## config.mk

```make
export PLATFORM = sky130hd
export DESIGN_NAME = occ_top
export DESIGN_NICKNAME = d
export VERILOG_FILES = /design/src/occ_pkg.sv /design/src/occ_top.sv /design/src/occ_prescaler.sv
export SDC_FILE = /design/constraint.sdc
export NUM_CORES = 1
export LEC_CHECK = 0
export BUFFER_PORTS_ARGS = -buffer_cell sky130_fd_sc_hd__buf_2
export CORE_UTILIZATION = 50
export CTS_CLUSTER_DIAMETER = 150
export DETAILED_ROUTE_END_ITERATION = 16
export PLACE_DENSITY_LB_ADDON = 0.15
export SLEW_MARGIN = 20
export SYNTH_ARGS = -nofsm -noshare
export SYNTH_HDL_FRONTEND = slang
export SYNTH_SLANG_ARGS = --single-unit
```

## constraint.sdc

```tcl
create_clock -name CLK_I -period 5.8 [get_ports CLK_I]
set_clock_uncertainty 0.15 [all_clocks]
set_input_delay 1.16 -clock CLK_I [delete_from_list [all_inputs] [get_ports CLK_I]]
set_output_delay 1.16 -clock CLK_I [all_outputs]
set_load 0.02 [all_outputs]
```

## src/occ_pkg.sv

```systemverilog
// shared constants and types for the on-chip oscillator control block
package occ_pkg;
	////////////////////////////////////////////////////////////////////////
	// register byte offsets on the avalon bus
	localparam logic [4:0] OFS_OSC_CTRL = 5'h00;
	localparam logic [4:0] OFS_TRIM_PROT = 5'h04;
	localparam logic [4:0] OFS_TRIM_DATA = 5'h08;
	localparam logic [4:0] OFS_CLK_STAT = 5'h0c;
	////////////////////////////////////////////////////////////////////////
	// oscillator_control fields
	localparam int OSC_STANDBY_BIT = 7;
	localparam int OSC_FREQ_BIT = 6;
	localparam int OSC_SUPPLY_BIT = 5;
	localparam int OSC_DIV_LSB = 0;
	localparam logic OSC_STANDBY_RST = 1'b0;
	localparam logic OSC_FREQ_RST = 1'b1;
	localparam logic OSC_SUPPLY_RST = 1'b0;
	localparam logic [1:0] OSC_DIV_RST = 2'h2;
	localparam logic [2:0] OSC_RSVD_VAL = 3'h0;
	////////////////////////////////////////////////////////////////////////
	// trim_write_protect fields
	localparam int PROT_INHIBIT_BIT = 7;
	localparam int PROT_INFO_WE_BIT = 6;
	localparam int PROT_LOCK_BIT = 5;
	localparam int PROT_TRIM_WE_BIT = 4;
	localparam logic [3:0] PROT_RSVD_VAL = 4'hf;
	localparam logic PROT_INHIBIT_READ = 1'b1;
	////////////////////////////////////////////////////////////////////////
	// clock_control_status fields
	localparam int STAT_STATE_BIT = 0;
	localparam int STAT_SEL_EXT_BIT = 1;
	localparam int STAT_BACKUP_BIT = 2;
	localparam int STAT_FALLBACK_BIT = 3;
	localparam int STAT_IRQ_EN_BIT = 4;
	localparam int STAT_HALT_BIT = 5;
	////////////////////////////////////////////////////////////////////////
	// prescaler ranges and external oscillator halt timing
	localparam int PRE_S_STAGES = 13;
	localparam int PRE_W_STAGES = 7;
	localparam int PRE_W_FIRST = 2;
	localparam int CLK_MHZ = 250;
	localparam int EXT_HALT_NS = 1000;
	localparam int EXT_HALT_CYCLES = (EXT_HALT_NS * CLK_MHZ) / 1000;
	localparam logic [7:0] TRIM_RST = 8'h00;
	////////////////////////////////////////////////////////////////////////
	typedef struct packed {
		logic standby;
		logic freq_sel;
		logic supply_sel;
		logic [1:0] div_sel;
	} occ_osc_ctrl_s;
	typedef struct packed {
		logic info_we;
		logic lock_down;
		logic trim_we;
	} occ_prot_s;
endpackage

```

## src/occ_top.sv

```systemverilog
// on-chip oscillator control, trim protection, prescalers and clock backup
//
// The implementer's own choices: the Avalon-MM slave port and the register addresses.
`timescale 1ns/1ps
module occ_top #(
	parameter int HALT_CYCLES = occ_pkg::EXT_HALT_CYCLES
) (
	input wire logic CLK_I,
	input wire logic RST_N_I,
	input wire logic [4:0] AVS_ADDRESS_I,
	input wire logic AVS_READ_I,
	input wire logic AVS_WRITE_I,
	input wire logic [31:0] AVS_WRITEDATA_I,
	input wire logic [3:0] AVS_BYTEENABLE_I,
	output logic [31:0] AVS_READDATA_O,
	output logic AVS_WAITREQUEST_O,
	input wire logic [7:0] FLASH_TRIM_I,
	input wire logic EXT_OSC_I,
	input wire logic WATCH_CLK_I,
	output logic OSC_STANDBY_O,
	output logic OSC_FREQ_SEL_O,
	output logic OSC_SUPPLY_SEL_O,
	output logic [1:0] OSC_DIV_SEL_O,
	output logic [7:0] OSC_TRIM_O,
	output logic SYSCLK_EXT_O,
	output logic [12:0] PRESCALE_S_O,
	output logic [4:0] PRESCALE_W_O,
	output logic IRQ_O
);
	initial begin
		if (HALT_CYCLES < 2 || HALT_CYCLES > 65535) begin
			$error("occ_top: HALT_CYCLES out of range");
		end
		if (occ_pkg::PRE_S_STAGES != 13) begin
			$error("occ_top: system prescaler must match its port");
		end
		if (occ_pkg::PRE_W_STAGES - occ_pkg::PRE_W_FIRST != 5) begin
			$error("occ_top: watch prescaler taps must match the port");
		end
	end

	////////////////////////////////////////////////////////////////////////
	// bus access decode
	logic ack;
	logic wr_en;
	logic rd_en;
	logic be0;
	logic [7:0] wbyte;
	logic wr_osc;
	logic wr_prot;
	logic wr_trim;
	logic wr_stat;

	assign AVS_WAITREQUEST_O = (AVS_READ_I | AVS_WRITE_I) & ~ack;
	assign wr_en = AVS_WRITE_I & ack;
	assign rd_en = AVS_READ_I & ~ack;
	assign be0 = AVS_BYTEENABLE_I[0];
	assign wbyte = AVS_WRITEDATA_I[7:0];
	assign wr_osc = wr_en & be0 & (AVS_ADDRESS_I == occ_pkg::OFS_OSC_CTRL);
	// protect register only takes whole-byte writes
	assign wr_prot = wr_en & be0 & (AVS_ADDRESS_I == occ_pkg::OFS_TRIM_PROT);
	assign wr_trim = wr_en & be0 & (AVS_ADDRESS_I == occ_pkg::OFS_TRIM_DATA);
	assign wr_stat = wr_en & be0 & (AVS_ADDRESS_I == occ_pkg::OFS_CLK_STAT);

	// one wait cycle on every access, then the answer
	always_ff @(posedge CLK_I or negedge RST_N_I) begin
		if (!RST_N_I) begin
			ack <= 1'b0;
		end else begin
			ack <= (AVS_READ_I | AVS_WRITE_I) & ~ack;
		end
	end

	////////////////////////////////////////////////////////////////////////
	// oscillator_control
	occ_pkg::occ_osc_ctrl_s osc;
	logic osc_standby;
	logic osc_freq;
	logic osc_supply;
	logic [1:0] osc_div;
	logic clk_state;

	always_ff @(posedge CLK_I or negedge RST_N_I) begin
		if (!RST_N_I) begin
			osc_standby <= occ_pkg::OSC_STANDBY_RST;
			osc_freq <= occ_pkg::OSC_FREQ_RST;
			osc_supply <= occ_pkg::OSC_SUPPLY_RST;
		end else if (wr_osc) begin
			osc_standby <= wbyte[occ_pkg::OSC_STANDBY_BIT];
			osc_freq <= wbyte[occ_pkg::OSC_FREQ_BIT];
			osc_supply <= wbyte[occ_pkg::OSC_SUPPLY_BIT];
		end
	end

	always_ff @(posedge CLK_I or negedge RST_N_I) begin
		if (!RST_N_I) begin
			osc_div <= occ_pkg::OSC_DIV_RST;
		end else if (wr_osc && !clk_state) begin
			osc_div <= wbyte[occ_pkg::OSC_DIV_LSB +: 2];
		end
	end

	// one driver for the whole control struct
	assign osc = {osc_standby, osc_freq, osc_supply, osc_div};

	// control outputs follow the register with no extra delay
	assign OSC_STANDBY_O = osc.standby;
	assign OSC_FREQ_SEL_O = osc.freq_sel;
	assign OSC_SUPPLY_SEL_O = osc.supply_sel;
	assign OSC_DIV_SEL_O = osc.div_sel;

	////////////////////////////////////////////////////////////////////////
	// trim_write_protect
	occ_pkg::occ_prot_s prot;
	logic prot_info_we;
	logic prot_lock;
	logic prot_trim_we;
	logic prot_ok;

	assign prot_ok = wr_prot & ~wbyte[occ_pkg::PROT_INHIBIT_BIT];

	always_ff @(posedge CLK_I or negedge RST_N_I) begin
		if (!RST_N_I) begin
			prot_info_we <= 1'b0;
		end else if (prot_ok) begin
			prot_info_we <= wbyte[occ_pkg::PROT_INFO_WE_BIT];
		end
	end

	// lock-down is sticky until reset; zero writes do nothing
	always_ff @(posedge CLK_I or negedge RST_N_I) begin
		if (!RST_N_I) begin
			prot_lock <= 1'b0;
		end else if (prot_ok && prot_info_we &&
				wbyte[occ_pkg::PROT_LOCK_BIT]) begin
			prot_lock <= 1'b1;
		end
	end

	always_ff @(posedge CLK_I or negedge RST_N_I) begin
		if (!RST_N_I) begin
			prot_trim_we <= 1'b0;
		end else if (prot_ok && prot_info_we) begin
			prot_trim_we <= wbyte[occ_pkg::PROT_TRIM_WE_BIT];
		end
	end

	// one driver for the whole protect struct
	assign prot = {prot_info_we, prot_lock, prot_trim_we};

	////////////////////////////////////////////////////////////////////////
	// trim_data_register, loaded from flash after reset release
	logic [7:0] trim;
	logic trim_loaded;

	always_ff @(posedge CLK_I or negedge RST_N_I) begin
		if (!RST_N_I) begin
			trim <= occ_pkg::TRIM_RST;
			trim_loaded <= 1'b0;
		end else if (!trim_loaded) begin
			trim <= FLASH_TRIM_I;
			trim_loaded <= 1'b1;
		end else if (wr_trim && !prot.lock_down && prot.trim_we) begin
			trim <= wbyte;
		end
	end

	// signed trim code drives the oscillator directly
	assign OSC_TRIM_O = trim;

	////////////////////////////////////////////////////////////////////////
	// external oscillator halt detection
	logic [2:0] ext_sync;
	logic [15:0] quiet_cnt;
	logic ext_halted;

	// ext_sync[0] feeds only ext_sync[1]
	always_ff @(posedge CLK_I or negedge RST_N_I) begin
		if (!RST_N_I) begin
			ext_sync <= 3'h0;
		end else begin
			ext_sync <= {ext_sync[1:0], EXT_OSC_I};
		end
	end

	always_ff @(posedge CLK_I or negedge RST_N_I) begin
		if (!RST_N_I) begin
			quiet_cnt <= 16'h0000;
			ext_halted <= 1'b0;
		end else if (ext_sync[2] != ext_sync[1]) begin
			quiet_cnt <= 16'h0000;
			ext_halted <= 1'b0;
		end else if (quiet_cnt == 16'(HALT_CYCLES - 1)) begin
			ext_halted <= 1'b1;
		end else begin
			quiet_cnt <= quiet_cnt + 16'h0001;
		end
	end

	////////////////////////////////////////////////////////////////////////
	// clock_control_status: source choice, backup and fallback event
	logic sel_ext;
	logic backup_en;
	logic fallback_flag;
	logic irq_en;
	logic fallback;

	assign fallback = sel_ext & backup_en & ext_halted;
	assign clk_state = sel_ext;

	always_ff @(posedge CLK_I or negedge RST_N_I) begin
		if (!RST_N_I) begin
			sel_ext <= 1'b0;
		end else if (fallback) begin
			sel_ext <= 1'b0;
		end else if (wr_stat) begin
			sel_ext <= wbyte[occ_pkg::STAT_SEL_EXT_BIT];
		end
	end

	always_ff @(posedge CLK_I or negedge RST_N_I) begin
		if (!RST_N_I) begin
			backup_en <= 1'b0;
		end else if (wr_stat) begin
			backup_en <= wbyte[occ_pkg::STAT_BACKUP_BIT];
		end
	end

	always_ff @(posedge CLK_I or negedge RST_N_I) begin
		if (!RST_N_I) begin
			irq_en <= 1'b0;
		end else if (wr_stat) begin
			irq_en <= wbyte[occ_pkg::STAT_IRQ_EN_BIT];
		end
	end

	// sticky event, write one to clear; a new event wins over the clear
	always_ff @(posedge CLK_I or negedge RST_N_I) begin
		if (!RST_N_I) begin
			fallback_flag <= 1'b0;
		end else if (fallback) begin
			fallback_flag <= 1'b1;
		end else if (wr_stat && wbyte[occ_pkg::STAT_FALLBACK_BIT]) begin
			fallback_flag <= 1'b0;
		end
	end

	assign SYSCLK_EXT_O = sel_ext;
	assign IRQ_O = fallback_flag & irq_en;

	////////////////////////////////////////////////////////////////////////
	// prescalers
	logic [2:0] watch_sync;
	logic watch_rise;
	logic [6:0] w_taps;

	always_ff @(posedge CLK_I or negedge RST_N_I) begin
		if (!RST_N_I) begin
			watch_sync <= 3'h0;
		end else begin
			watch_sync <= {watch_sync[1:0], WATCH_CLK_I};
		end
	end

	assign watch_rise = watch_sync[1] & ~watch_sync[2];

	// bit k is the system clock divided by 2^(k+1)
	occ_prescaler #(
		.STAGES(occ_pkg::PRE_S_STAGES)
	) u_pre_s (
		.clk_i(CLK_I),
		.rst_n_i(RST_N_I),
		.count_i(1'b1),
		.taps_o(PRESCALE_S_O)
	);

	// counts rising watch clock edges; bits 2..6 give divide 8..128
	occ_prescaler #(
		.STAGES(occ_pkg::PRE_W_STAGES)
	) u_pre_w (
		.clk_i(CLK_I),
		.rst_n_i(RST_N_I),
		.count_i(watch_rise),
		.taps_o(w_taps)
	);

	assign PRESCALE_W_O = w_taps[occ_pkg::PRE_W_STAGES-1:occ_pkg::PRE_W_FIRST];

	////////////////////////////////////////////////////////////////////////
	// read back
	logic [7:0] rd_byte;

	always_comb begin
		rd_byte = 8'h00;
		case (AVS_ADDRESS_I)
			occ_pkg::OFS_OSC_CTRL: begin
				rd_byte = {osc.standby, osc.freq_sel, osc.supply_sel,
					occ_pkg::OSC_RSVD_VAL, osc.div_sel};
			end
			occ_pkg::OFS_TRIM_PROT: begin
				rd_byte = {occ_pkg::PROT_INHIBIT_READ, prot.info_we,
					prot.lock_down, prot.trim_we,
					occ_pkg::PROT_RSVD_VAL};
			end
			occ_pkg::OFS_TRIM_DATA: begin
				rd_byte = trim;
			end
			occ_pkg::OFS_CLK_STAT: begin
				rd_byte = {2'h0, ext_halted, irq_en, fallback_flag,
					backup_en, sel_ext, clk_state};
			end
			default: begin
				rd_byte = 8'h00;
			end
		endcase
	end

	always_ff @(posedge CLK_I or negedge RST_N_I) begin
		if (!RST_N_I) begin
			AVS_READDATA_O <= 32'h0000_0000;
		end else if (rd_en) begin
			AVS_READDATA_O <= {24'h00_0000, rd_byte};
		end
	end
endmodule

```

## src/occ_prescaler.sv

```systemverilog
// binary prescaler that advances on each cycle with count_i high; its bits are the divided clocks
`timescale 1ns/1ps
module occ_prescaler #(
	parameter int STAGES = 13
) (
	input wire logic clk_i,
	input wire logic rst_n_i,
	input wire logic count_i,
	output logic [STAGES-1:0] taps_o
);
	initial begin
		if (STAGES < 1 || STAGES > 16) begin
			$error("occ_prescaler: STAGES out of range");
		end
	end

	// bit k toggles at input rate / 2^k, so it is the input divided by 2^(k+1)
	always_ff @(posedge clk_i or negedge rst_n_i) begin
		if (!rst_n_i) begin
			taps_o <= '0;
		end else if (count_i) begin
			taps_o <= taps_o + {{(STAGES-1){1'b0}}, 1'b1};
		end
	end
endmodule

```

* Yosys cells after proc, flatten, opt, wreduce, memory -nomap -nowiden
Cells that the tools add are included.
** Storage, ports and cells
- Word-level logic and storage cells :: 71
- Flip-flop bits (word level) :: 73
- Input port bits :: 55
** Cells by class
- Reduce and logical (&&, ||, !) cells :: 12
- Mux-type cells :: 11
- Bitwise gates (word level) :: 17
- Add/sub/neg operators :: 3
- Equal/unequal tests :: 7
** Operators with widths (count)
- $mux W16 :: 2
- $pmux W8 S4 :: 1
- $add A16 B1 Y16 const B :: 1
- $eq A16 B8 Y1 const B :: 1
- $mux W8 :: 2
- $add A13 B1 Y13 const B :: 1
- $and A1 B1 Y1 :: 13
- $eq A5 B4 Y1 const B :: 2
- $add A7 B1 Y7 const B :: 1
- $logic_and A1 B1 Y1 :: 6
- $mux W1 :: 6
- $reduce_bool A2 Y1 :: 3
- $eq A5 B3 Y1 const B :: 1
- $logic_not A5 Y1 :: 1
- $not A1 Y1 :: 3
- $logic_not A1 Y1 :: 2
- $ne A2 B1 Y1 const B :: 1
- $ne A2 B2 Y1 const B :: 1
- $ne A1 B1 Y1 :: 1
- $or A1 B1 Y1 :: 1

* Logic depth before layout (Yosys ltp)
Gate-level depths: netlist of the first run.
- Word-level depth :: 7
- Gate-level depth with buffers :: 5
- Gate-level depth less buffers :: 5

* Cells and area by module
Synthesis of the first run repeated with hierarchy kept, for this count alone.
** Second synthesis, totals
- Cells, all modules :: 313
- Area total of the unflattened synthesis :: 3568.4 µm²
** By module, submodules not included
- occ_top :: area each 2722.6 µm², cells each 248, times used 1
- occ_prescaler (u_pre_s) :: area each 563.0 µm², cells each 43, times used 1
- occ_prescaler (u_pre_w) :: area each 282.8 µm², cells each 22, times used 1

* Worst setup path after synthesis of the first run
OpenSTA, ideal clock, no wires.
- Path type :: input -> output
- Start point :: in AVS_WRITE_I
- End point :: out AVS_WAITREQUEST_O
- Data required time :: 4490 ps
- Stages :: 2
- Arrival time :: 1490 ps
- Path buffers :: 0
- Path slack :: 3000 ps
- Cells stage by stage :: nor2_1 -> nor2_1
** On the way
- Word-level cells in the longest chain between the ends :: 2
** Ends and longest elaborated chain
- from (decl) :: line occ_top.sv:12 : input wire logic AVS_WRITE_I,
- $or A1 B1 Y1 :: line occ_top.sv:54 : assign AVS_WAITREQUEST_O = (AVS_READ_I | AVS_WRITE_I) & ~ack;
- $and A1 B1 Y1 :: line occ_top.sv:54
- to (decl) :: line occ_top.sv:16 : output logic AVS_WAITREQUEST_O,
Every way passes these cells.

* Worst setup path in the final report of the first run
Same ends and word-level chain as after synthesis.

==> results of run 1 <==
## worst min path at each step
stage,from,cells after the start,endpoint,slack [ns]
2_1_floorplan,ext_sync[0]$_DFF_PN0_,0,ext_sync[1]$_DFF_PN0_,0.18
3_3_place_gp,watch_sync[0]$_DFF_PN0_,0,watch_sync[1]$_DFF_PN0_,0.18
3_5_place_dp,ext_sync[0]$_DFF_PN0_,0,ext_sync[1]$_DFF_PN0_,0.20
6_report,ext_sync[0]$_DFF_PN0_,0,ext_sync[1]$_DFF_PN0_,0.21
4_1_cts,ext_sync[0]$_DFF_PN0_,0,ext_sync[1]$_DFF_PN0_,0.21
5_1_grt,ext_sync[0]$_DFF_PN0_,0,ext_sync[1]$_DFF_PN0_,0.22
## layout make-up
cell class / count / area (µm²) / area share [%]
flip-flops and latches: 73 / 1830 / 44.6
multi-input cells: 222 / 1560 / 38.1
repair buffers: 70 / 353 / 8.60
clock buffers: 11 / 151 / 3.69
well taps: 96 / 120 / 2.93
clock inverters: 5 / 53.8 / 1.31
inverters: 9 / 33.8 / 0.823
## kinds of logic (layout without fill, tap and decap cells)
family | count (synthesis) | after routing | synth area share (%)
multiplexers | 36 | 36 | 12.1
AND/OR/NAND/NOR | 100 | 100 | 15.6
AO/OA/AOI/OAI | 37 | 37 | 6.74
adder cells (fa/ha/maj) | 4 | 4 | 1.39
buffers and inverters | 48 | 95 | 8.30
other | 2 | 25 | 0.208
flip-flops | 73 | 73 | 50.8
XOR/XNOR | 20 | 20 | 4.86
## synthesized netlist by cell type (2+ instances only)
cell,count,area share [%]
nand4_1,6,1.0
nor4_1,10,1.7
or3_1,6,1.0
buf_4,29,6.0
o31ai_1,4,0.83
conb_1,2,0.21
nand3_1,11,1.5
a31oi_1,2,0.35
nor2_1,12,1.2
o41ai_1,2,0.49
nand3b_1,4,0.83
mux2_2,19,5.9
inv_1,9,0.94
mux2_4,8,3.3
buf_2,2,0.28
a21o_1,4,0.83
a2111oi_0,3,0.73
clkbuf_1,7,0.73
or4_1,5,1.0
xnor2_1,10,2.4
a22o_1,3,0.73
nand2_1,19,2.0
dfrtp_1,71,49
mux2i_1,8,2.2
dfstp_2,2,1.5
nor3_1,8,1.1
o21ai_0,7,0.97
ha_1,4,1.4
a21oi_1,10,1.4
nand2b_1,10,1.7
xor2_1,10,2.4
## layer usage
layer / vias up / GRT usage (%) / part of all wire [%]
met3: 9 / 4.27 / 5.3
met4: 0 / 7.73 / 1.4
met2: 69 / 31.3 / 47
met1: 1230 / 23.6 / 46
li1: 1210 / - / -
met5: - / 0 / 0
## power by group through the flow
| stage | sequential, µW | combinational, µW | clock, µW |
|---|---|---|---|
| after detailed placement | 595 | 176 | 0 |
| after floorplan | 598 | 134 | 0 |
| after global placement | 592 | 171 | 0 |
| final | 584 | 173 | 409 |
| after CTS | 584 | 176 | 421 |
| after global routing | 591 | 193 | 443 |
## per-stage QoR
| step | hold slack (ns) | setup WS [ns] | area, µm² |
|---|---|---|---|
| after floorplan | 0.181 | 3.00 | 3690 |
| after global placement | 0.183 | 2.84 | 3900 |
| after detailed placement | 0.196 | 2.83 | 3900 |
| after CTS | 0.214 | 2.90 | 4100 |
| after global routing | 0.216 | 2.86 | 4100 |
| final | 0.209 | 2.91 | 4100 |
## flip-flops by register name, indices dropped and copies added (netlist names), 2 cells and up
| signal | cells |
|---|---|
| AVS_READDATA_O | 8 |
| OSC_DIV_SEL_O | 2 |
| OSC_TRIM_O | 8 |
| ext_sync | 3 |
| quiet_cnt | 16 |
| u_pre_s.taps_o | 13 |
| u_pre_w.taps_o | 7 |
| watch_sync | 3 |
==> run_results.csv, run 1 <==
group,metric,value,unit
yosys,ys.warnings.count,0,
timing,rsz0062_at_grt,"no",
pwr,clockPowerShare,35.1,%
pwr,combPwrFrac,14.9,%
finish,layout_commonest_cell,"dfrtp_1",
clock_tree,hold_buffers,0,
clock_tree,post_cts_resized,0,
status,status,"finished, final reports clean",
finish,drive_above_1_share,30.8,%
pwr,swShare,28.2,%
pwr,p_int,837,µW
global_route,grt_max_degree,39,
clock_tree,cts.sinks,73,
timing,period_share,49.9,%
finish,final_cell_mix,"71 x dfrtp_1, 69 x buf_2, 25 x conb_1",
yosys,async_flop_share,100,%
finish,final_util,59.7,%
placed_design,place_inst,470,
routing,antenna_left,0,
timing,slew_headroom,36.8,%
floorplan,row_count,30,
placed_design,port_buffers,69,
global_route,grt_pass1_wl,10.8,mm
floorplan,die_w,86.9,µm
critical_path,slowest_delay,0.19,ns
timing,fin_setup_tns,0,ns
critical_path,reg2reg_slack,3.74,ns
finish,final_cells,486,
clock_tree,cts_max_level,3,
global_route,grt_pass1_vias,2329,
pwr,power_frac_seq,50.1,%
pwr,total_power,1170,µW
critical_path,end_kind,"output pin",
pwr,switchingPower,329,µW
yosys,synth_enable_flop_cells,0,
critical_path,r2r_start,"quiet_cnt[1]$_DFFE_PN0P_",
routing,viasPerCell,5.18,
routing,drc,0,
critical_path,cp-start-kind,"input pin",
yosys,ys_seq_elements,73,
routing,dr.pass1.iters,4,
clock_tree,cts_max_path_buffers,2,
yosys,synth_ff_type,"dfrtp_1",
finish,n_antenna_cell,0,
timing,max_freq,0.346,GHz
floorplan,core,6870,µm²
floorplan,ios,121,
pwr,leakagePower,0.00202,µW
finish,nFillCells,621,
yosys,synth_cell_type_count,44,
pwr,power_density,284,nW/µm²
critical_path,path_buf_inv,2,
critical_path,critPathSlowestCell,"buf_2",
timing,finalHoldViolCount,0,
clock_tree,tritoncts,"done",
critical_path,path_class,"in -> out",
critical_path,path_depth,4,
clock_tree,cts_setup_buffers,0,
timing,drv_slew,0,
run,drv_cap,0,
yosys,syn-cell-area,3600,µm²
placed_design,dp_hpwl,4.82,mm
critical_path,crit_chain,"buf_2, nor2_1, nor2_1, buf_2",
routing,wl_per_cell,13.8,µm
yosys,synth-seq-area-share,50.8,%
critical_path,r2r-end,"quiet_cnt[1]$_DFFE_PN0P_",
placed_design,place_congestion,0.781,
critical_path,crit_required,4.49,ns
yosys,postSynthAreaPerCell,11.3,µm²
hold_path,hp-class,"reg -> reg",
critical_path,crit_start,"AVS_WRITE_I",
floorplan,start_util,52.5,%
critical_path,crit_path_end,"AVS_WAITREQUEST_O",
routing,vias,2518,
finish,area_delta_synth_final,13.9,%
critical_path,path_max_fanout,2,
critical_path,critical_path.top_delay_family,"buffers and inverters",
clock_tree,path_clk_slew,0.07,ns
floorplan,die_area,7550,µm²
critical_path,cp_data_arrival_time,1.58,ns
floorplan,die_height,86.9,µm
yosys,syn_inst,320,
clock_tree,clock_latency,0.35,ns
timing,worst_slew_pin_slew,0.944,ns
clock_tree,cts_buffers,9,
timing,finalCriticalPeriod,2.89,ns
critical_path,reg2reg_depth,5,
timing,finalSetupViolCount,0,
finish,fin_nets,444,
clock_tree,clock-root-buffer,"clkbuf_8",
global_route,track_usage,18.8,%
pwr,ir_drop,0.000183,V
routing,wirelength,6.72,mm
routing,drtIter0Drc,83,
global_route,antenna_found_initial,0,
global_route,overflow,0,
Note: power is estimated with default switching activity, not from simulation.
==> inputs of run 2 (changes only) <==
--- a/config.mk
+++ b/config.mk
@@ -5,8 +5,9 @@
 export SDC_FILE = /design/constraint.sdc
 export NUM_CORES = 1
 export LEC_CHECK = 0
+export ABC_AREA = 1
 export BUFFER_PORTS_ARGS = -buffer_cell sky130_fd_sc_hd__buf_2
-export CORE_UTILIZATION = 50
+export CORE_UTILIZATION = 46
 export CTS_CLUSTER_DIAMETER = 150
 export DETAILED_ROUTE_END_ITERATION = 16
 export PLACE_DENSITY_LB_ADDON = 0.15
==> constraint.sdc (replaced) <==
create_clock -name CLK_I -period 2.6 [get_ports CLK_I]
set_clock_uncertainty 0.15 [all_clocks]
set_input_delay 0.52 -clock CLK_I [delete_from_list [all_inputs] [get_ports CLK_I]]
set_output_delay 0.52 -clock CLK_I [all_outputs]
set_load 0.02 [all_outputs]
==> run 2 against run 1 <==
  * Clock power grew to 2.9 times the previous value
  * Non-clock buffer count grew 1
  * Synthesized cell count grew 33%
  * Synthesized area grew 6.4%
  * Wire length grew 14%
  * Sequential share of layout area shrank 3.1 points
  * Critical path type is now reg -> out
  * Register-to-register slack lost 2.7 ns
  * Utilization shrank 3.8 points
  * First-iteration DRC count grew 9.6%
  * Final area grew 7.5%
  * Sequential power grew 130%
  * Largest cell class unchanged
  * Sequential cell count is the same
==> run_results.csv, run 2 <==
group,metric,value,unit
timing,rsz0062_at_grt,"no",
timing,finalSetupViolCount,0,
global_route,grt_pass1_wl,12.9,mm
finish,n_antenna_cell,0,
routing,antenna_left,0,
clock_tree,tritoncts,"done",
placed_design,dp_hpwl,5.64,mm
finish,area_delta_synth_final,15.0,%
finish,final_cells,599,
yosys,synth-seq-area-share,47.7,%
finish,final_cell_mix,"106 x nand2_1, 71 x dfrtp_1, 69 x buf_2",
critical_path,path_class,"reg -> out",
placed_design,postPlaceCellArea,4150,µm²
routing,vias,2956,
critical_path,cp_data_arrival_time,1.13,ns
critical_path,r2r_start,"ext_sync[1]$_DFF_PN0_",
critical_path,reg2reg_depth,3,
floorplan,start_util,48.6,%
critical_path,path_max_fanout,3,
placed_design,port_buffers,69,
global_route,busiest_layer,"met2",
floorplan,die_area,8700,µm²
clock_tree,cts_setup_buffers,0,
pwr,power_density,659,nW/µm²
yosys,synth_common_cells,"106 x nand2_1, 71 x dfrtp_1, 32 x inv_1",
finish,nFillCells,755,
global_route,met3_usage,3.25,%
routing,wl_per_cell,12.8,µm
yosys,synth_ff_type,"dfrtp_1",
critical_path,crit_chain,"nor2_1, buf_2",
global_route,grt_pass1_vias,2816,
clock_tree,clock_latency,0.35,ns
yosys,synth.most_common_cell,"nand2_1",
timing,slew_headroom,50.2,%
yosys,synthTopCellsByArea,"dfrtp_1 46%, nand2_1 10%, buf_4 6.1%, nand3_1 3.9%, nand4_1 3.8%",
finish,drive_above_1_share,25.4,%
timing,max_freq,0.557,GHz
yosys,syn_inst,424,
floorplan,row_count,32,
clock_tree,cts.sinks,73,
clock_tree,cts_buffers,9,
routing,dr.pass1.iters,4,
global_route,gr-usage-met2,31.8,%
floorplan,die_w,93.3,µm
pwr,leakagePower,0.00229,µW
yosys,syn-cell-area,3830,µm²
placed_design,place_congestion,0.860,
critical_path,cp-start-kind,"flop",
critical_path,reg2reg_slack,1.00,ns
clock_tree,cts_max_path_buffers,2,
timing,finalCriticalPeriod,1.80,ns
critical_path,end_kind,"output pin",
yosys,postSynthAreaPerCell,9.04,µm²
clock_tree,hold_buffers,0,
global_route,overflow,0,
timing,finalHoldViolCount,0,
global_route,grt_max_degree,74,
finish,largest_reg_flops,16,
critical_path,r2r-end,"quiet_cnt[5]$_DFFE_PN0P_",
finish,layout_commonest_cell,"nand2_1",
clock_tree,cts_max_level,3,
finish,finalInstanceArea,4410,µm²
timing,period_share,69.1,%
critical_path,critical_path.top_delay_family,"flip-flops",
floorplan,ios,121,
finish,fin_nets,551,
critical_path,slowest_delay,0.44,ns
yosys,async_flop_share,100,%
global_route,antenna_found_initial,0,
floorplan,die_height,93.3,µm
routing,wirelength,7.66,mm
finish,reg_top3,"quiet_cnt: 16 flops, u_pre_s.taps_o: 13 flops",
status,status,"finished, final reports clean",
timing,drv_slew,0,
critical_path,critPathSlowestCell,"dfrtp_1",
routing,drc,0,
hold_path,hp-class,"in -> async",
timing,fin_setup_tns,0,ns
yosys,ys_seq_elements,73,
global_route,track_usage,19.0,%
run,drv_cap,0,
critical_path,crit_required,1.93,ns
clock_tree,post_cts_resized,0,
clock_tree,clock-root-buffer,"clkbuf_8",
placed_design,place_inst,583,
yosys,ys.warnings.count,0,
yosys,synth.top_cell.area_share,46.3,%
routing,drtIter0Drc,91,
routing,viasPerCell,4.93,
finish,regMostFlops,"quiet_cnt",
yosys,synth_area_leader_cell,"dfrtp_1",
global_route,grtUsageMet1,24.5,%
clock_tree,path_clk_slew,0.08,ns
pwr,ir_drop,0.000330,V
yosys,synth_cell_type_count,39,
critical_path,path_buf_inv,1,
floorplan,core,7890,µm²
timing,worst_slew_pin_slew,0.743,ns
yosys,synth_enable_flop_cells,0,
==> run 2: cell types whose count changed after synthesis, sizes merged, moves of 8 or more <==
cell / delta
nand4: +18
nand2b: -10
nand3: +22
nor4: -11
nor2: +24
mux2i: -8
mux2: -18
inv: +27
nand2: +90
==> run 2: logic make-up (layout without fill, tap and decap cells) <==
family	after synthesis	count (layout)	synth area share [%]
AO/OA/AOI/OAI	25	25	3.88
XOR/XNOR	20	20	4.77
adder cells (fa/ha/maj)	4	4	1.31
buffers and inverters	73	123	10.7
flip-flops	73	73	47.7
multiplexers	9	9	2.64
other	2	25	0.196
AND/OR/NAND/NOR	218	218	28.8
==> run 2: through the flow <==
step	total power (µW)	setup slack, ns	util, %	hold WS (ns)
after floorplan	1650	1.08	-	0.0744
after global placement	1740	0.775	52.6	0.185
after detailed placement	1750	0.758	52.6	0.187
after CTS	2940	0.776	55.9	0.0588
after global routing	3040	0.758	55.9	0.0786
final	2910	0.804	55.9	0.0241
==> run 2: final cells by class <==
cell class                 instances  area [µm²]  share of cell area [%]
clock buffer                      10         128                    2.89
clock inverter                     6         138                    3.12
inverter                          36         135                    3.06
multi-input combinational        301        1680                    38.1
sequential                        73        1830                    41.5
tap                              102         128                    2.89
timing repair buffer              71         373                    8.45
==> run 2: power by group <==
part / internal [µW] / switching [µW]
Combinational: 144 / 264
Clock: 742 / 442
Sequential: 1220 / 91.2
Total: 2110 / 796
==> run 2: how the worst max path moves through the flow <==
| stage | from | endpoint | cells past startpoint |
|---|---|---|---|
| 2_1_floorplan | u_pre_s.taps_o[0]$_DFF_PN0_ | u_pre_s.taps_o[10]$_DFF_PN0_ | 5 |
| 4_1_cts | ack$_DFF_PN0_ | AVS_WAITREQUEST_O | 2 |
| 5_1_grt | ack$_DFF_PN0_ | AVS_WAITREQUEST_O | 2 |
| 6_report | ack$_DFF_PN0_ | AVS_WAITREQUEST_O | 2 |
| 3_3_place_gp | AVS_ADDRESS_I[1] | prot_trim_we$_DFFE_PN0P_ | 7 |
| 3_5_place_dp | AVS_ADDRESS_I[1] | prot_trim_we$_DFFE_PN0P_ | 7 |
==> run 2: layer usage <==
metal | share of wire (%) | up-vias
met5 | 0 | -
met4 | 1.5 | 0
met3 | 4.6 | 10
met2 | 48 | 83
met1 | 46 | 1402
li1 | - | 1461
==> inputs of run 3 (changes only) <==
--- a/config.mk
+++ b/config.mk
@@ -7,7 +7,7 @@
 export LEC_CHECK = 0
 export ABC_AREA = 1
 export BUFFER_PORTS_ARGS = -buffer_cell sky130_fd_sc_hd__buf_2
-export CORE_UTILIZATION = 46
+export CORE_UTILIZATION = 50
 export CTS_CLUSTER_DIAMETER = 150
 export DETAILED_ROUTE_END_ITERATION = 16
 export PLACE_DENSITY_LB_ADDON = 0.15
==> constraint.sdc (replaced) <==
create_clock -name CLK_I -period 1.8 [get_ports CLK_I]
set_clock_uncertainty 0.15 [all_clocks]
set_input_delay 0.36 -clock CLK_I [delete_from_list [all_inputs] [get_ports CLK_I]]
set_output_delay 0.36 -clock CLK_I [all_outputs]
set_load 0.02 [all_outputs]
==> run 3 against run 2 <==
  * Largest power group unchanged
  * Critical endpoint is now quiet_cnt[12]$_DFFE_PN0P_
  * Register-to-register slack got worse by 0.84 ns
  * First-iteration DRC count rose by 57%
  * Final area rose by 0.23%
  * Sequential power rose by 43%
  * Global-route usage rose by 1.3 points
  * Non-clock buffer count rose by 9
==> run_results.csv, run 3 (synthesis results as in run 2) <==
group,metric,value,unit
pwr,clockPowerShare,34.7,%
hold_path,min_path_cells,3,
critical_path,end_kind,"flop",
critical_path,cp_data_arrival_time,1.74,ns
floorplan,ios,121,
hold_path,hp-start,"AVS_WRITEDATA_I[2]",
critical_path,r2r-end,"quiet_cnt[12]$_DFFE_PN0P_",
status,status,"finished, final reports clean",
routing,wl_per_cell,12.6,µm
critical_path,path_class,"reg -> reg",
critical_path,path_max_fanout,6,
critical_path,reg2reg_slack,0.16,ns
global_route,grt_pass1_vias,2778,
placed_design,postPlaceCellArea,4190,µm²
finish,fin_nets,560,
critical_path,crit_required,1.89,ns
timing,period_share,91.3,%
global_route,grt_max_degree,74,
timing,fin_setup_tns,0,ns
timing,rsz0062_at_grt,"no",
timing,max_freq,0.609,GHz
floorplan,row_count,31,
pwr,swShare,29.6,%
finish,drive_above_1_share,26.1,%
routing,viasPerCell,4.96,
timing,finalSetupViolCount,0,
pwr,leakagePower,0.00230,µW
floorplan,core,7330,µm²
clock_tree,path_clk_slew,0.08,ns
pwr,power_frac_seq,49.3,%
floorplan,die_area,8020,µm²
clock_tree,clock_latency,0.35,ns
critical_path,cp-start-kind,"flop",
finish,n_antenna_cell,0,
finish,final_cell_mix,"106 x nand2_1, 71 x dfrtp_1, 69 x buf_2",
clock_tree,cts_setup_buffers,0,
pwr,total_power,3840,µW
pwr,power_density,869,nW/µm²
placed_design,port_buffers,69,
hold_path,holdPathEnd,"backup_en$_DFFE_PN0P_",
placed_design,place_congestion,0.859,
global_route,overflow,0,
clock_tree,cts_buffers,9,
routing,wirelength,7.64,mm
finish,final_cells,604,
critical_path,reg2reg_depth,6,
timing,finalHoldViolCount,0,
clock_tree,cts.sinks,73,
pwr,p_int,2700,µW
finish,largest_reg_flops,16,
clock_tree,cts_max_level,3,
clock_tree,cts_max_path_buffers,2,
finish,area_delta_synth_final,15.3,%
hold_path,hp-class,"in -> reg",
clock_tree,tritoncts,"done",
placed_design,place_inst,586,
routing,vias,2995,
floorplan,start_util,52.3,%
global_route,track_usage,20.3,%
pwr,ir_drop,0.000432,V
pwr,combPwrFrac,16.0,%
floorplan,die_height,89.6,µm
run,drv_cap,0,
routing,dr.pass1.iters,5,
finish,finalInstanceArea,4420,µm²
routing,drc,0,
critical_path,r2r_start,"quiet_cnt[0]$_DFFE_PN0P_",
finish,reg_top3,"quiet_cnt: 16 flops, u_pre_s.taps_o: 13 flops",
routing,antenna_left,0,
routing,drtIter0Drc,143,
global_route,antenna_found_initial,0,
placed_design,dp_hpwl,5.62,mm
finish,nFillCells,651,
finish,regMostFlops,"quiet_cnt",
timing,finalCriticalPeriod,1.64,ns
clock_tree,clock-root-buffer,"clkbuf_8",
floorplan,die_w,89.6,µm
pwr,switchingPower,1140,µW
finish,layout_commonest_cell,"nand2_1",
global_route,grt_pass1_wl,12.2,mm
timing,drv_slew,0,
-- run 3: cell count changes in the layout (fill, tap and decap cells not counted) --
cell           delta
bufinv_16         -3
inv_6             -2
clkbuf_1          -1
clkinv_2          +1
buf_4             +6
clkbuf_8          +2
dlygate4sd3_1     +3
clkinv_4          +2
-- run 3: layout make-up --
| class | count | area [µm²] | area share [%] |
|---|---|---|---|
| flip-flops and latches | 73 | 1830 | 41.4 |
| multi-input cells | 301 | 1680 | 38.0 |
| repair buffers | 80 | 448 | 10.1 |
| clock buffers | 11 | 151 | 3.42 |
| inverters | 36 | 135 | 3.06 |
| well taps | 99 | 124 | 2.80 |
| clock inverters | 4 | 52.6 | 1.19 |
-- run 3: critical path: stages (launching register included) --
cell	delay, ns
dfrtp_1	0.46
ha_1	0.25
nand3_1	0.16
nor2_2	0.24
nand2_1	0.11
nor2_1	0.11
nor2_1	0.05
-- run 3: what timing repair did --
action,in CTS,in global routing
hold buffers,3,0
endpoints found under the hold margin,73,0
gates resized for setup,0,0
-- run 3: power groups by stage --
stage	clock, µW	sequential (µW)	combinational, µW
after floorplan	0	1940	446
after global placement	0	1920	597
after detailed placement	0	1920	615
after CTS	1350	1890	624
after global routing	1420	1910	690
final	1330	1890	615
-- run 3: worst max path at each step --
stage,cells after the start,slack (ns),startpoint,to
2_1_floorplan,5,0.28,u_pre_s.taps_o[0]$_DFF_PN0_,u_pre_s.taps_o[10]$_DFF_PN0_
3_3_place_gp,7,0.25,AVS_ADDRESS_I[3],OSC_TRIM_O[5]$_DFFE_PN0P_
3_5_place_dp,6,0.21,quiet_cnt[0]$_DFFE_PN0P_,quiet_cnt[12]$_DFFE_PN0P_
4_1_cts,6,0.16,quiet_cnt[0]$_DFFE_PN0P_,quiet_cnt[12]$_DFFE_PN0P_
5_1_grt,7,0.06,quiet_cnt[0]$_DFFE_PN0P_,quiet_cnt[12]$_DFFE_PN0P_
6_report,6,0.16,quiet_cnt[0]$_DFFE_PN0P_,quiet_cnt[12]$_DFFE_PN0P_
-- run 3: metal layers --
| metal | GRT usage, % | up-vias | wire, µm |
|---|---|---|---|
| met1 | 24.6 | 1416 | 3390 |
| li1 | - | 1479 | - |
| met3 | 3.79 | 14 | 396 |
| met2 | 35.1 | 86 | 3730 |
| met5 | 0 | - | 0 |
| met4 | 9.38 | 0 | 127 |
-- run 3: metrics by stage --
stage	util [%]	worst slack (ns)	hold slack (ns)
after global routing	60.3	0.0595	0.112
after detailed placement	57.1	0.213	0.192
after global placement	57.1	0.251	0.183
after CTS	60.3	0.155	0.0873
final	60.3	0.157	0.100
after floorplan	-	0.276	-0.0856
